## src/design/sdc_pkg.sv

```systemverilog
// Purpose: shared constants and types of the synthesizer divider configuration logic
// Assumes: one 25 MHz system clock
// Notes: register map, field positions, reset values and command codes live here
package sdc_pkg;

    ////////////////////////////////////////////////////////////////////////////////
    // widths
    localparam int FB_W = 10;
    localparam int NA_W = 3;
    localparam int PIN_W = 15;

    ////////////////////////////////////////////////////////////////////////////////
    // register offsets
    localparam logic [7:0] REG_LOW_ADDR = 8'h00;
    localparam logic [7:0] REG_HIGH_ADDR = 8'h01;
    localparam logic [7:0] REG_CMD_ADDR = 8'hF0;

    // high configuration byte field positions
    localparam int HI_FB_MSB = 7;
    localparam int HI_FB_LSB = 6;
    localparam int HI_NA_MSB = 5;
    localparam int HI_NA_LSB = 3;
    localparam int HI_NB_BIT = 2;
    localparam int HI_P_BIT = 1;
    localparam int HI_LOCK_BIT = 0;

    // command codes, low nibble one-hot
    localparam logic [3:0] CMD_STEP_UP = 4'h1;
    localparam logic [3:0] CMD_STEP_DOWN = 4'h2;
    localparam logic [3:0] CMD_LOAD = 4'h4;
    localparam logic [3:0] CMD_CAPTURE = 4'h8;

    ////////////////////////////////////////////////////////////////////////////////
    // values after reset, equal to the open-pin defaults
    localparam logic [9:0] FB_RESET = 10'h1F4;
    localparam logic [2:0] NA_RESET = 3'h3;
    localparam logic NB_RESET = 1'b0;
    localparam logic P_RESET = 1'b1;

    // division ratios
    localparam logic [2:0] PRE_RATIO_P0 = 3'h2;
    localparam logic [2:0] PRE_RATIO_P1 = 3'h4;
    localparam logic [2:0] NA_CODE_MAX = 3'h5;

    ////////////////////////////////////////////////////////////////////////////////
    // serial target
    localparam logic [4:0] I2C_ADDR_PREFIX = 5'h16;
    localparam logic [3:0] BITS_PER_BYTE = 4'h8;
    localparam logic [3:0] TX_LAST_BIT = 4'h7;

    typedef enum logic [2:0] {ST_IDLE, ST_RX, ST_ACK, ST_TX, ST_MACK, ST_MGO} sdc_i2c_state_t;
    typedef enum logic [1:0] {KIND_ADDR, KIND_REG, KIND_DATA} sdc_byte_kind_t;

endpackage

```

## src/design/sdc_ratio_decode.sv

```systemverilog
// Purpose: turn the active divider settings into division ratios
// Assumes: settings come from flip-flops on the same clock
// Notes: undefined output-A codes give ratio zero
module sdc_ratio_decode import sdc_pkg::*; (
    // settings
    input wire logic p_sel,
    input wire logic [NA_W-1:0] na_code,
    input wire logic nb_sel,
    // ratios
    output logic [2:0] pre_ratio,
    output logic [6:0] a_ratio,
    output logic [7:0] b_ratio
);

    ////////////////////////////////////////////////////////////////////////////////
    // pre-divider, output-A and output-B ratio decode
    always_comb begin
        pre_ratio = p_sel ? PRE_RATIO_P1 : PRE_RATIO_P0;
        a_ratio = 7'h00;
        if (na_code <= NA_CODE_MAX) begin
            a_ratio = 7'(7'h02 << na_code);
        end
        b_ratio = nb_sel ? {a_ratio, 1'b0} : {1'b0, a_ratio};
    end

endmodule

```

## src/design/sdc_sync.sv

```systemverilog
// Purpose: two-stage synchroniser for a bundle of independent levels
// Assumes: each bit is an unrelated level, no word coherence
// Notes: the first stage is read only by the second
module sdc_sync import sdc_pkg::*; #(
    parameter int W = 1,
    parameter logic [W-1:0] RST_VAL = '0
) (
    // clock and reset
    input wire logic clk,
    input wire logic rst_n,
    // levels
    input wire logic [W-1:0] d,
    output logic [W-1:0] q
);

    logic [W-1:0] meta_r;

    ////////////////////////////////////////////////////////////////////////////////
    // two flip-flops per bit
    always_ff @(posedge clk or negedge rst_n) begin
        if (!rst_n) begin
            meta_r <= RST_VAL; // idle levels, so no false edge or mode after reset
            q <= RST_VAL;
        end else begin
            meta_r <= d;
            q <= meta_r;
        end
    end

endmodule

```

## src/design/sdc_top.sv

```systemverilog
// Purpose: divider configuration logic of a clock synthesizer, pins plus serial target
// Assumes: pins, serial lines and lock arrive asynchronously and are synchronised here
// Notes: open-pin defaults are pad pulls; the core reset values equal them
// How it works
// - pre-divider select picks divide by two or four
// - output-A codes 000..101 give 2 to 64
// - halve select makes output B half of A
// - parallel mode applies pin changes without a strobe
// - parallel mode ignores writes, still acks, serves reads
// - master reset release captures the pin configuration
// - serial mode ignores pins except at master reset release, opens register access
// - open pins default to 500, 011, 0, 1
// - pins are write only, readback via serial
// - device acts only as a serial target
// - map: low 0x00, high 0x01, command 0xF0
// - high byte packs fb msbs, code, halve, pre, lock
// - lock bit mirrors pll lock, writes ignored
// - register writes need load to reach dividers
// - capture copies active dividers into registers
// - step commands change feedback divider only
// - no range check on steps or loads
// - command low nibble one-hot decode
// - write is register address then data, repeated
// - read returns low then high, no address phase
// - target address is prefix plus two straps
module sdc_top import sdc_pkg::*; (
    // clock and reset
    input wire logic sys_clk,
    input wire logic rst_n,
    // parallel configuration pins
    input wire logic master_reset_n,
    input wire logic pin_config_select_n,
    input wire logic [FB_W-1:0] pin_fb_divider,
    input wire logic [NA_W-1:0] pin_output_a_divider_code,
    input wire logic pin_qb_halve_select,
    input wire logic pin_pre_div_select,
    input wire logic [1:0] addr_strap,
    // serial lines
    input wire logic scl_in,
    input wire logic sda_in,
    output logic sda_out,
    output logic sda_oe_n,
    // pll side
    input wire logic pll_lock,
    output logic [FB_W-1:0] fb_divider,
    output logic [NA_W-1:0] output_a_divider_code,
    output logic qb_halve_select,
    output logic pre_div_select,
    output logic [2:0] pre_div_ratio,
    output logic [6:0] out_a_ratio,
    output logic [7:0] out_b_ratio
);

    ////////////////////////////////////////////////////////////////////////////////
    // reset release and input synchronisation
    logic rst_meta_r;
    logic rst_sync_n;
    logic [PIN_W-1:0] pins_s;
    logic sel_n_s, mr_s, scl_s, sda_s, lock_s;
    logic [1:0] strap_s;
    logic [FB_W-1:0] pin_fb_s;
    logic [NA_W-1:0] pin_na_s;
    logic pin_nb_s, pin_p_s;

    // reset asserts at once and leaves after two edges
    always_ff @(posedge sys_clk or negedge rst_n) begin
        if (!rst_n) begin
            rst_meta_r <= 1'b0;
            rst_sync_n <= 1'b0;
        end else begin
            rst_meta_r <= 1'b1;
            rst_sync_n <= rst_meta_r;
        end
    end

    // reset levels: default pins, serial mode, mr low, lines idle high, no lock
    sdc_sync #(
        .W(PIN_W + 7),
        .RST_VAL({FB_RESET, NA_RESET, NB_RESET, P_RESET, 5'b10110, 2'b00})
    ) u_sync (
        .clk(sys_clk),
        .rst_n(rst_sync_n),
        .d({pin_fb_divider, pin_output_a_divider_code, pin_qb_halve_select, pin_pre_div_select,
            pin_config_select_n, master_reset_n, scl_in, sda_in, pll_lock, addr_strap}),
        .q({pins_s, sel_n_s, mr_s, scl_s, sda_s, lock_s, strap_s})
    );

    // split the synchronised pin word
    assign {pin_fb_s, pin_na_s, pin_nb_s, pin_p_s} = pins_s;

    ////////////////////////////////////////////////////////////////////////////////
    // serial line edge detection
    logic scl_d_r, sda_d_r, mr_d_r;
    logic scl_rise, scl_fall, bus_start, bus_stop, mr_rise, par_mode;

    always_ff @(posedge sys_clk or negedge rst_sync_n) begin
        if (!rst_sync_n) begin
            scl_d_r <= 1'b1;
            sda_d_r <= 1'b1;
            mr_d_r <= 1'b1;
        end else begin
            scl_d_r <= scl_s;
            sda_d_r <= sda_s;
            mr_d_r <= mr_s;
        end
    end

    // start and stop are data edges while the clock is high
    assign scl_rise = scl_s & ~scl_d_r;
    assign scl_fall = ~scl_s & scl_d_r;
    assign bus_start = scl_s & scl_d_r & sda_d_r & ~sda_s;
    assign bus_stop = scl_s & scl_d_r & ~sda_d_r & sda_s;
    assign mr_rise = mr_s & ~mr_d_r;
    assign par_mode = ~sel_n_s;

    ////////////////////////////////////////////////////////////////////////////////
    // serial target state machine
    sdc_i2c_state_t st_r, st_nxt;
    sdc_byte_kind_t kind_r, kind_nxt;
    logic [3:0] cnt_r, cnt_nxt;
    logic [7:0] sh_r, sh_nxt;
    logic [7:0] ptr_r, ptr_nxt;
    logic rw_r, rw_nxt;
    logic tx_high_r, tx_high_nxt;
    logic oe_n_r, oe_n_nxt;
    logic wr_stb_r, wr_stb_nxt;
    logic [7:0] wr_addr_r, wr_addr_nxt;
    logic [7:0] wr_data_r, wr_data_nxt;
    logic [7:0] low_r, high_r;
    logic [7:0] rd_low, rd_high;

    // read bytes; the lock bit is live, never stored
    assign rd_low = low_r;
    assign rd_high = {high_r[7:1], lock_s};

    always_comb begin
        st_nxt = st_r;
        kind_nxt = kind_r;
        cnt_nxt = cnt_r;
        sh_nxt = sh_r;
        ptr_nxt = ptr_r;
        rw_nxt = rw_r;
        tx_high_nxt = tx_high_r;
        oe_n_nxt = oe_n_r;
        wr_stb_nxt = 1'b0;
        wr_addr_nxt = wr_addr_r;
        wr_data_nxt = wr_data_r;
        if (bus_stop) begin
            st_nxt = ST_IDLE;
            oe_n_nxt = 1'b1;
        end else if (bus_start) begin
            st_nxt = ST_RX;
            kind_nxt = KIND_ADDR;
            cnt_nxt = 4'h0;
            oe_n_nxt = 1'b1;
        end else begin
            case (st_r)
                ST_IDLE: begin
                    oe_n_nxt = 1'b1;
                end
                ST_RX: begin
                    if (scl_rise && cnt_r != BITS_PER_BYTE) begin
                        sh_nxt = {sh_r[6:0], sda_s};
                        cnt_nxt = cnt_r + 4'h1;
                    end else if (scl_fall && cnt_r == BITS_PER_BYTE) begin
                        st_nxt = ST_ACK;
                        oe_n_nxt = 1'b0;
                        case (kind_r)
                            KIND_ADDR: begin
                                rw_nxt = sh_r[0];
                                if (sh_r[7:1] != {I2C_ADDR_PREFIX, strap_s}) begin
                                    st_nxt = ST_IDLE;
                                    oe_n_nxt = 1'b1;
                                end
                            end
                            KIND_REG: begin
                                ptr_nxt = sh_r;
                            end
                            default: begin
                                wr_stb_nxt = 1'b1;
                                wr_addr_nxt = ptr_r;
                                wr_data_nxt = sh_r;
                            end
                        endcase
                    end
                end
                ST_ACK: begin
                    if (scl_fall) begin
                        cnt_nxt = 4'h0;
                        oe_n_nxt = 1'b1;
                        if (kind_r == KIND_ADDR && rw_r) begin
                            sh_nxt = rd_low;
                            oe_n_nxt = rd_low[7];
                            tx_high_nxt = 1'b1;
                            st_nxt = ST_TX;
                        end else begin
                            kind_nxt = (kind_r == KIND_REG) ? KIND_DATA : KIND_REG;
                            st_nxt = ST_RX;
                        end
                    end
                end
                ST_TX: begin
                    if (scl_fall) begin
                        if (cnt_r == TX_LAST_BIT) begin
                            oe_n_nxt = 1'b1;
                            st_nxt = ST_MACK;
                        end else begin
                            sh_nxt = {sh_r[6:0], 1'b0};
                            cnt_nxt = cnt_r + 4'h1;
                            oe_n_nxt = sh_r[6];
                        end
                    end
                end
                ST_MACK: begin
                    if (scl_rise) begin
                        st_nxt = sda_s ? ST_IDLE : ST_MGO;
                    end
                end
                ST_MGO: begin
                    if (scl_fall) begin
                        sh_nxt = tx_high_r ? rd_high : rd_low;
                        oe_n_nxt = tx_high_r ? rd_high[7] : rd_low[7];
                        tx_high_nxt = ~tx_high_r;
                        cnt_nxt = 4'h0;
                        st_nxt = ST_TX;
                    end
                end
                default: begin
                    st_nxt = ST_IDLE;
                    oe_n_nxt = 1'b1;
                end
            endcase
        end
    end

    // register the serial target state
    always_ff @(posedge sys_clk or negedge rst_sync_n) begin
        if (!rst_sync_n) begin
            st_r <= ST_IDLE;
            kind_r <= KIND_ADDR;
            cnt_r <= 4'h0;
            sh_r <= 8'h00;
            ptr_r <= 8'h00;
            rw_r <= 1'b0;
            tx_high_r <= 1'b0;
            oe_n_r <= 1'b1;
            wr_stb_r <= 1'b0;
            wr_addr_r <= 8'h00;
            wr_data_r <= 8'h00;
        end else begin
            st_r <= st_nxt;
            kind_r <= kind_nxt;
            cnt_r <= cnt_nxt;
            sh_r <= sh_nxt;
            ptr_r <= ptr_nxt;
            rw_r <= rw_nxt;
            tx_high_r <= tx_high_nxt;
            oe_n_r <= oe_n_nxt;
            wr_stb_r <= wr_stb_nxt;
            wr_addr_r <= wr_addr_nxt;
            wr_data_r <= wr_data_nxt;
        end
    end

    ////////////////////////////////////////////////////////////////////////////////
    // configuration registers and active dividers
    logic [FB_W-1:0] act_fb_r, act_fb_nxt;
    logic [NA_W-1:0] act_na_r, act_na_nxt;
    logic act_nb_r, act_nb_nxt, act_p_r, act_p_nxt;
    logic [7:0] low_nxt, high_nxt;

    always_comb begin
        act_fb_nxt = act_fb_r;
        act_na_nxt = act_na_r;
        act_nb_nxt = act_nb_r;
        act_p_nxt = act_p_r;
        low_nxt = low_r;
        high_nxt = high_r;
        if (mr_rise || par_mode) begin
            // pins drive dividers and registers mirror them
            act_fb_nxt = pin_fb_s;
            act_na_nxt = pin_na_s;
            act_nb_nxt = pin_nb_s;
            act_p_nxt = pin_p_s;
            low_nxt = pin_fb_s[7:0];
            high_nxt = {pin_fb_s[9:8], pin_na_s, pin_nb_s, pin_p_s, 1'b0};
        end else if (wr_stb_r) begin
            // serial mode only; pins have no effect here
            case (wr_addr_r)
                REG_LOW_ADDR: begin
                    low_nxt = wr_data_r;
                end
                REG_HIGH_ADDR: begin
                    high_nxt = {wr_data_r[7:1], 1'b0};
                end
                REG_CMD_ADDR: begin
                    case (wr_data_r[3:0])
                        CMD_STEP_UP: begin
                            act_fb_nxt = act_fb_r + 10'h001;
                        end
                        CMD_STEP_DOWN: begin
                            act_fb_nxt = act_fb_r - 10'h001;
                        end
                        CMD_LOAD: begin
                            act_fb_nxt = {high_r[HI_FB_MSB:HI_FB_LSB], low_r};
                            act_na_nxt = high_r[HI_NA_MSB:HI_NA_LSB];
                            act_nb_nxt = high_r[HI_NB_BIT];
                            act_p_nxt = high_r[HI_P_BIT];
                        end
                        CMD_CAPTURE: begin
                            low_nxt = act_fb_r[7:0];
                            high_nxt = {act_fb_r[9:8], act_na_r, act_nb_r, act_p_r, 1'b0};
                        end
                        default: begin
                            act_fb_nxt = act_fb_r;
                        end
                    endcase
                end
                default: begin
                    low_nxt = low_r;
                end
            endcase
        end
    end

    // register configuration state; reset values equal the open-pin defaults
    always_ff @(posedge sys_clk or negedge rst_sync_n) begin
        if (!rst_sync_n) begin
            act_fb_r <= FB_RESET;
            act_na_r <= NA_RESET;
            act_nb_r <= NB_RESET;
            act_p_r <= P_RESET;
            low_r <= FB_RESET[7:0];
            high_r <= {FB_RESET[9:8], NA_RESET, NB_RESET, P_RESET, 1'b0};
        end else begin
            act_fb_r <= act_fb_nxt;
            act_na_r <= act_na_nxt;
            act_nb_r <= act_nb_nxt;
            act_p_r <= act_p_nxt;
            low_r <= low_nxt;
            high_r <= high_nxt;
        end
    end

    ////////////////////////////////////////////////////////////////////////////////
    // ratio decode and registered outputs
    logic [2:0] pre_ratio_c;
    logic [6:0] a_ratio_c;
    logic [7:0] b_ratio_c;

    sdc_ratio_decode u_ratio (
        .p_sel(act_p_r),
        .na_code(act_na_r),
        .nb_sel(act_nb_r),
        .pre_ratio(pre_ratio_c),
        .a_ratio(a_ratio_c),
        .b_ratio(b_ratio_c)
    );

    always_ff @(posedge sys_clk or negedge rst_sync_n) begin
        if (!rst_sync_n) begin
            // ratios of the reset settings, so outputs agree from the first edge
            pre_div_ratio <= PRE_RATIO_P1;
            out_a_ratio <= 7'(7'h02 << NA_RESET);
            out_b_ratio <= 8'(7'h02 << NA_RESET);
            sda_out <= 1'b0;
        end else begin
            pre_div_ratio <= pre_ratio_c;
            out_a_ratio <= a_ratio_c;
            out_b_ratio <= b_ratio_c;
            sda_out <= 1'b0;
        end
    end

    // divider settings and the data enable come straight from their flops
    assign fb_divider = act_fb_r;
    assign output_a_divider_code = act_na_r;
    assign qb_halve_select = act_nb_r;
    assign pre_div_select = act_p_r;
    assign sda_oe_n = oe_n_r;

    ////////////////////////////////////////////////////////////////////////////////
    // checks
    AST_PRE_RATIO: assert property (@(posedge sys_clk) disable iff (!rst_sync_n)
        ##1 pre_div_ratio == ($past(act_p_r) ? 3'h4 : 3'h2)) else $error("pre ratio wrong");
    AST_A_RATIO: assert property (@(posedge sys_clk) disable iff (!rst_sync_n)
        (act_na_r == 3'h2) |=> out_a_ratio == 7'h08) else $error("code 010 not eight");
    AST_B_RATIO: assert property (@(posedge sys_clk) disable iff (!rst_sync_n)
        act_nb_r && $stable(act_nb_r) && $stable(act_na_r) && act_na_r <= 3'h5 |=>
        out_b_ratio == {out_a_ratio, 1'b0}) else $error("b not half of a");
    AST_PIN_FOLLOW: assert property (@(posedge sys_clk) disable iff (!rst_sync_n)
        par_mode |=> act_fb_r == $past(pin_fb_s) && act_na_r == $past(pin_na_s)) else $error("pins not applied");
    AST_PAR_NO_WRITE: assert property (@(posedge sys_clk) disable iff (!rst_sync_n)
        par_mode && wr_stb_r |=> low_r == $past(pin_fb_s[7:0])) else $error("write in parallel mode");
    AST_MR_CAPTURE: assert property (@(posedge sys_clk) disable iff (!rst_sync_n)
        mr_rise |=> act_fb_r == $past(pin_fb_s) && act_p_r == $past(pin_p_s)) else $error("reset capture missed");
    AST_SERIAL_HOLD: assert property (@(posedge sys_clk) disable iff (!rst_sync_n)
        !par_mode && !mr_rise && !(wr_stb_r && wr_addr_r == REG_CMD_ADDR) |=> $stable(act_fb_r)) else
        $error("divider moved in serial mode");
    AST_HIGH_WRITE: assert property (@(posedge sys_clk) disable iff (!rst_sync_n)
        !par_mode && !mr_rise && wr_stb_r && wr_addr_r == REG_HIGH_ADDR |=>
        high_r == {$past(wr_data_r[7:1]), 1'b0} && $stable(act_na_r)) else $error("high write wrong");
    AST_LOAD: assert property (@(posedge sys_clk) disable iff (!rst_sync_n)
        !par_mode && !mr_rise && wr_stb_r && wr_addr_r == REG_CMD_ADDR && wr_data_r[3:0] == CMD_LOAD |=>
        act_fb_r == $past({high_r[7:6], low_r})) else $error("load wrong");
    AST_CAPTURE: assert property (@(posedge sys_clk) disable iff (!rst_sync_n)
        !par_mode && !mr_rise && wr_stb_r && wr_addr_r == REG_CMD_ADDR && wr_data_r[3:0] == CMD_CAPTURE |=>
        low_r == $past(act_fb_r[7:0])) else $error("capture wrong");
    AST_STEP_UP: assert property (@(posedge sys_clk) disable iff (!rst_sync_n)
        !par_mode && !mr_rise && wr_stb_r && wr_addr_r == REG_CMD_ADDR && wr_data_r[3:0] == CMD_STEP_UP |=>
        act_fb_r == 10'($past(act_fb_r) + 10'h001) && $stable(low_r)) else $error("step up wrong");
    AST_ADDR_ACK: assert property (@(posedge sys_clk) disable iff (!rst_sync_n)
        st_r == ST_RX && kind_r == KIND_ADDR && scl_fall && cnt_r == 4'h8 && !bus_start && !bus_stop &&
        sh_r[7:1] == {5'h16, strap_s} |=> !sda_oe_n) else $error("own address not acked");

endmodule

```

## config.mk

```make
export PLATFORM = sky130hd
export DESIGN_NAME = sdc_top
export DESIGN_NICKNAME = d
export VERILOG_FILES = /design/src/design/sdc_pkg.sv /design/src/design/sdc_ratio_decode.sv /design/src/design/sdc_sync.sv /design/src/design/sdc_top.sv
export SDC_FILE = /design/constraint.sdc
export NUM_CORES = 1
export LEC_CHECK = 0
export BUFFER_PORTS_ARGS = -buffer_cell sky130_fd_sc_hd__buf_4
export CORE_ASPECT_RATIO = 1.4
export CORE_MARGIN = 2
export CORE_UTILIZATION = 54
export DETAILED_ROUTE_END_ITERATION = 10
export PLACE_DENSITY = 0.83
export SETUP_SLACK_MARGIN = 0.05
export SKIP_LAST_GASP = 1
export SYNTH_ARGS = -nofsm -noshare
export SYNTH_HDL_FRONTEND = slang
export SYNTH_HIERARCHICAL = 1
export SYNTH_SLANG_ARGS = --single-unit
```

## constraint.sdc

```tcl
create_clock -name sys_clk -period 4.2 [get_ports sys_clk]
set_clock_uncertainty 0.15 [all_clocks]
set_input_delay 0.63 -clock sys_clk [delete_from_list [all_inputs] [get_ports sys_clk]]
set_output_delay 0.63 -clock sys_clk [all_outputs]
set_load 0.1 [all_outputs]
```

; ---- Word level (Yosys, flattened, before mapping)
; Cells that the tools add are included.
[totals]
regBits = 143
inputBits = 24
[op_classes]
addsub = 3
order_cmp = 1
n_eq_ne = 37
shifts = 1
mux = 83
bitwise = 19
n_reduce_logical = 33
[ops]
columns = operator, count
row1 = $mux 8, 14
row2 = $mux 3, 15
row3 = $reduce_and 6->1, 6
row4 = $ne 4x4->1 const B, 8
row5 = $pmux 8 s2, 2
row6 = $pmux 8 s4, 1
row7 = $mux 10, 3
row8 = $pmux 10 s3, 1
row9 = $mux 1, 29
row10 = $mux 4, 5
row11 = $ne 3x3->1 const B, 6
row12 = $pmux 3 s6, 1
row13 = $mux 2, 8
row14 = $ne 2x2->1 const B, 7
row15 = $pmux 4 s3, 1
row16 = $reduce_and 3->1, 4
row17 = $reduce_bool 2->1, 6
row18 = $reduce_bool 4->1, 3
row19 = $not 1->1, 11
row20 = $add 10x1->10 const B, 1
row21 = $sub 10x1->10 const B, 1
row22 = $reduce_and 9->1, 1
row23 = $and 1x1->1, 8
row24 = $eq 4x3->1 const B, 2
row25 = other kinds (26), 33

; ---- Depth between registers and ports, before layout
[logic_depth]
word_depth = 8
mapped_depth = 10
ltp_nobuf = 8

; ---- Modules after synthesis
; Netlist, hierarchy kept.
[by_module_without_submodules]
columns = mod, n_inst, cells_per_inst, area_per_inst_um2
row1 = sdc_top, 1, 525, 5188.7
row2 = sdc_sync, 1, 44, 1131.1
row3 = sdc_ratio_decode, 1, 27, 167.7

; ---- Worst setup path after synthesis
; No wires, ideal clock.
[synth_timing]
path_kind = flip-flop to flip-flop
startpoint = register act_fb_r[3], in the netlist fb_divider[3]
endpoint = register act_fb_r[9], in the netlist fb_divider[9]
setup_ns = 0.125
arrival_ns = 2.611
required_time_ns = 3.925
setup_slack_ns = 1.314
stages_incl_launch_ff = 7
n_path_buf = 1
path_cell_list = dfrtp_1 -> buf_2 -> or4_1 -> or4_1 -> o41ai_1 -> a311oi_1 -> o22a_1
[synth_via]
elab_chain_len = 5
word_cells_on_any_way = 6
classes_between = add/sub: 2 / mux: 4
[synth_rtl]
columns = element, line
row1 = from (decl), sdc_top.sv:267  ; logic [FB_W-1:0] act_fb_r, act_fb_nxt;
row2 = from (signal assigned), sdc_top.sv:336  ; act_fb_r <= act_fb_nxt;
row3 = $sub 10x1->10 or $add 10x1->10 (tied branches), "sdc_top.sv:302, sdc_top.sv:299"
row4 = $pmux 10 s3 *, sdc_top.sv:297  ; case (wr_data_r[3:0])
row5 = $mux 10 *, sdc_top.sv:289  ; case (wr_addr_r)
row6 = $mux 10 *, sdc_top.sv:287  ; end else if (wr_stb_r) begin
row7 = $mux 10 *, sdc_top.sv:279  ; if (mr_rise || par_mode) begin
; Every way passes the cells marked *; elsewhere a longest branch is shown, timed or not. The select of a mux whose other input is x is not followed.
; A chain may end at the register's enable or synchronous reset.

; ---- Final worst setup path
[layout_timing]
startpoint = register wr_data_r[0]
endpoint = register act_fb_r[4], in the netlist fb_divider[4]
[layout_via]
elab_chain_len = 5
word_cells_on_any_way = 9
classes_between = eq/ne: 3 / mux: 4 / reduce/logical: 2
[layout_rtl]
columns = element, line
row1 = from (decl), sdc_top.sv:128  ; logic [7:0] wr_data_r, wr_data_nxt;
row2 = from (signal assigned), sdc_top.sv:261  ; wr_data_r <= wr_data_nxt;
row3 = $eq 4x3->1 (tied with other cells), sdc_top.sv:297
row4 = $pmux 10 s3, sdc_top.sv:297
row5 = $mux 10, sdc_top.sv:289
row6 = $mux 10, sdc_top.sv:287
row7 = $mux 10, sdc_top.sv:279
; Several ways; a longest one is shown, not always the timed one. The select of a mux whose other input is x is not followed.

==> reports/summary.txt <==
First-pass iteration count of the detailed router - 5
Die H - 134 um
Post-placement cell area - 6980 sq um
Total power - 4.23 mW
RSZ-0062 raised after global routing - false
Via Count - 4,819
Min setup slack post-route - 1.32 ns
Critical path arrival - 3.05 ns
Fmax - 348 MHz
CTS tree - yes
Crit path capture - fb_divider[4]
Status - completed
Yosys reg bits - 142
Pins Over Slew Limit - 0
Post-CTS Setup Bufs - 0
FP Rows - 47
Maximum VDD drop - 0.000349 V
Critical setup path kind - register to register
Max_cap viols - 0
Global placer's final weighted congestion - 0.905
Pleak - 3.35 nW
Area Overhead vs Synth - 16.8%
Setup violations, final - 0
CP Launch Type - register
Reg-to-reg critical path endpoint - fb_divider[4]
Period utilization - 0.685
Period minus WS final - 2.88 ns
Root Buffer - clkbuf_16
EDFF count, synth - 0
Worst-path clk slew - 0.06 ns
Mapped cell area - 6490 sq um
Unique cell type count in the Yosys netlist - 67
Via density - 6.01
Worst R2R Path Depth - 7
IO Port Bufs - 57
Post-route cell area - 7580 sq um
R2r startpoint - wr_data_r[0]
Initial core utilization - 0.552
Resized cells post-CTS - 0
DRC - 0
Share of post-route cells with drive strength above 1 - 0.299
CP Max Fanout - 9
Least-Margin Pin Slew - 0.982 ns
Chip width - 96.6 um
CTS Buf Count - 17
Clk_lat worst skew - 0.42 ns
Seq/Total Area, Yosys - 0.557
# fillers - 911
CTS Buffer Depth - 2
Nets - 669
Global Route Usage Sum - 0.242
Setup TNS - 0 ns
Initial DRC Count - 359
Die Area - 12,900 sq um
Post-Route WL - 15,000 um
H-tree lvl count - 4
Crit. End Element - register
Syn avg cell area - 10.9 sq um
GRT Residual Overflow - 0
Post-synth top flop - dfrtp_1
Clock sinks - 142
Largest net degree at the start of global routing - 79
Worst slack, placed - 1.33 ns
Hpwl dp - 10,400 um
Multi-input logic area - 2640 sq um
Sequential cell area - 3620 sq um
Hold buffer count at CTS - 1
Pwr/cell area - 558 nW/um^2
Ant diodes - 0
R2R setup slack - 1.32 ns
Wire length per cell - 18.7 um
First-pass GRT wire length - 24,900 um
Antenna Nets Post-Route - 0
Async S/R FF share, synth - 1.00
Req. time, crit path - 4.37 ns
Hold Crit Class - input pin to register
Cells after Synth - 596
Slew HR - 0.345
Initial antenna violation count - 0
Vias in the first global route - 4,889
Critical Path Start - wr_data_r[0]
Hold Violations, Final - 0
I/O Pins - 59
Yosys Warn Count - 6
Core Box Area - 11,800 sq um
## flip-flops by register name, indices dropped and copies added, names as in the netlist, 4 cells and up
| signal | cells |
|---|---|
| u_sync/meta_r | 22 |
| u_sync/q | 22 |
| fb_divider | 10 |
| low_r | 8 |
| out_b_ratio | 8 |
| ptr_r | 8 |
| sh_r | 8 |
| wr_addr_r | 8 |
| wr_data_r | 8 |
| high_r | 7 |
| out_a_ratio | 7 |
| cnt_r | 4 |
## metrics by stage
step,utilization,std cells,hold WS [ns]
after floorplan,-,598,0.181
after global placement,0.594,769,0.183
after detailed placement,0.594,769,0.189
after CTS,0.644,802,0.153
after global routing,0.644,802,0.147
final,0.644,802,0.167
## cells in the mapped netlist, types with 9 or more instances
master    number  area, sq um
nand2b_1       9         56.3
inv_1         15         56.3
dfrtp_1       93         2330
a21oi_1       39          195
dfstp_2       49         1290
a21o_1        15          113
mux2_2        37          417
nand2_1       55          206
nor3_1        11         55.1
o31ai_1       10         75.1
clkbuf_1      26         97.6
mux2i_1       19          190
nand3_1       11         55.1
o21ai_0       27          135
nor2_1        46          173
## where the power goes
group	internal (mW)	switching [mW]	leakage, nW	total, mW
clock	0.852	0.616	0.278	1.47
combinational	0.332	0.650	1.37	0.982
sequential	1.54	0.240	1.70	1.78
## how the worst min path moves through the flow
stage	endpoint	cells past startpoint	from	slack, ns
floorplan	rst_meta_r	0	rst_n	0.18
global placement	u_sync/q[8]	0	u_sync/meta_r[8]	0.18
detailed placement	u_sync/q[15]	0	u_sync/meta_r[15]	0.19
CTS	u_sync/meta_r[13]	1	pin_fb_divider[1]	0.15
global route	u_sync/meta_r[5]	1	master_reset_n	0.15
finish	u_sync/meta_r[5]	1	master_reset_n	0.17
## per-layer routing
layer  vias to the layer above  global-route usage  wire length (um)
met5                         -                   0                 0
met4                         0               0.125               604
met3                        47              0.0493               778
met2                       192               0.421              7860
met1                      2361               0.283              5780
li1                       2219                   -                 -
## layout by cell type, fill, tap and decap left out, types with 4 or more instances in the layout
cell and instances:
buf_4 62, o21ai_0 27, mux2i_1 19, mux2_2 37, and3b_1 4, nand2b_1 9
a21oi_1 39, inv_6 4, nand4_1 7, dfstp_2 49, nor4_1 4, o31ai_1 10
dfrtp_1 92, clkbuf_16 17, nor2_1 46, nor2b_1 8, inv_1 15, a21o_1 15
nand2_1 55, nand3b_1 4, clkinvlp_4 4, nor3_1 11, conb_1 5, o22ai_1 5
and2_1 7, a31oi_1 6, nand3_1 11, o211ai_1 4
## final cells by class
class | count | share of cell area
inverters | 15 | 0.00743
clock buffers | 18 | 0.0579
well taps | 147 | 0.0243
multi-input cells | 402 | 0.348
clock inverters | 14 | 0.0198
repair buffers | 64 | 0.0654
flip-flops and latches | 142 | 0.477
## critical path, stage by stage (launching register included)
cell      delay (ns)
dfrtp_1         0.47
or4b_1          0.72
xnor2_1         0.24
ha_1            0.26
nand4_1         0.13
and3_1          0.21
o311a_1         0.33
a311oi_1        0.27
## cell families (layout without fill, tap and decap cells)
kind of cell	count (synthesis)	in the layout	share of synthesized area
flops	142	142	0.557
simple gates	190	190	0.152
xor+xnor	6	6	0.00810
fa+ha+maj	3	3	0.00579
mux	56	56	0.0935
other cells	3	5	0.00174
compound gates	142	142	0.144
buf+inv	54	111	0.0376
No activity file was read; power rests on OpenSTA's default activity.
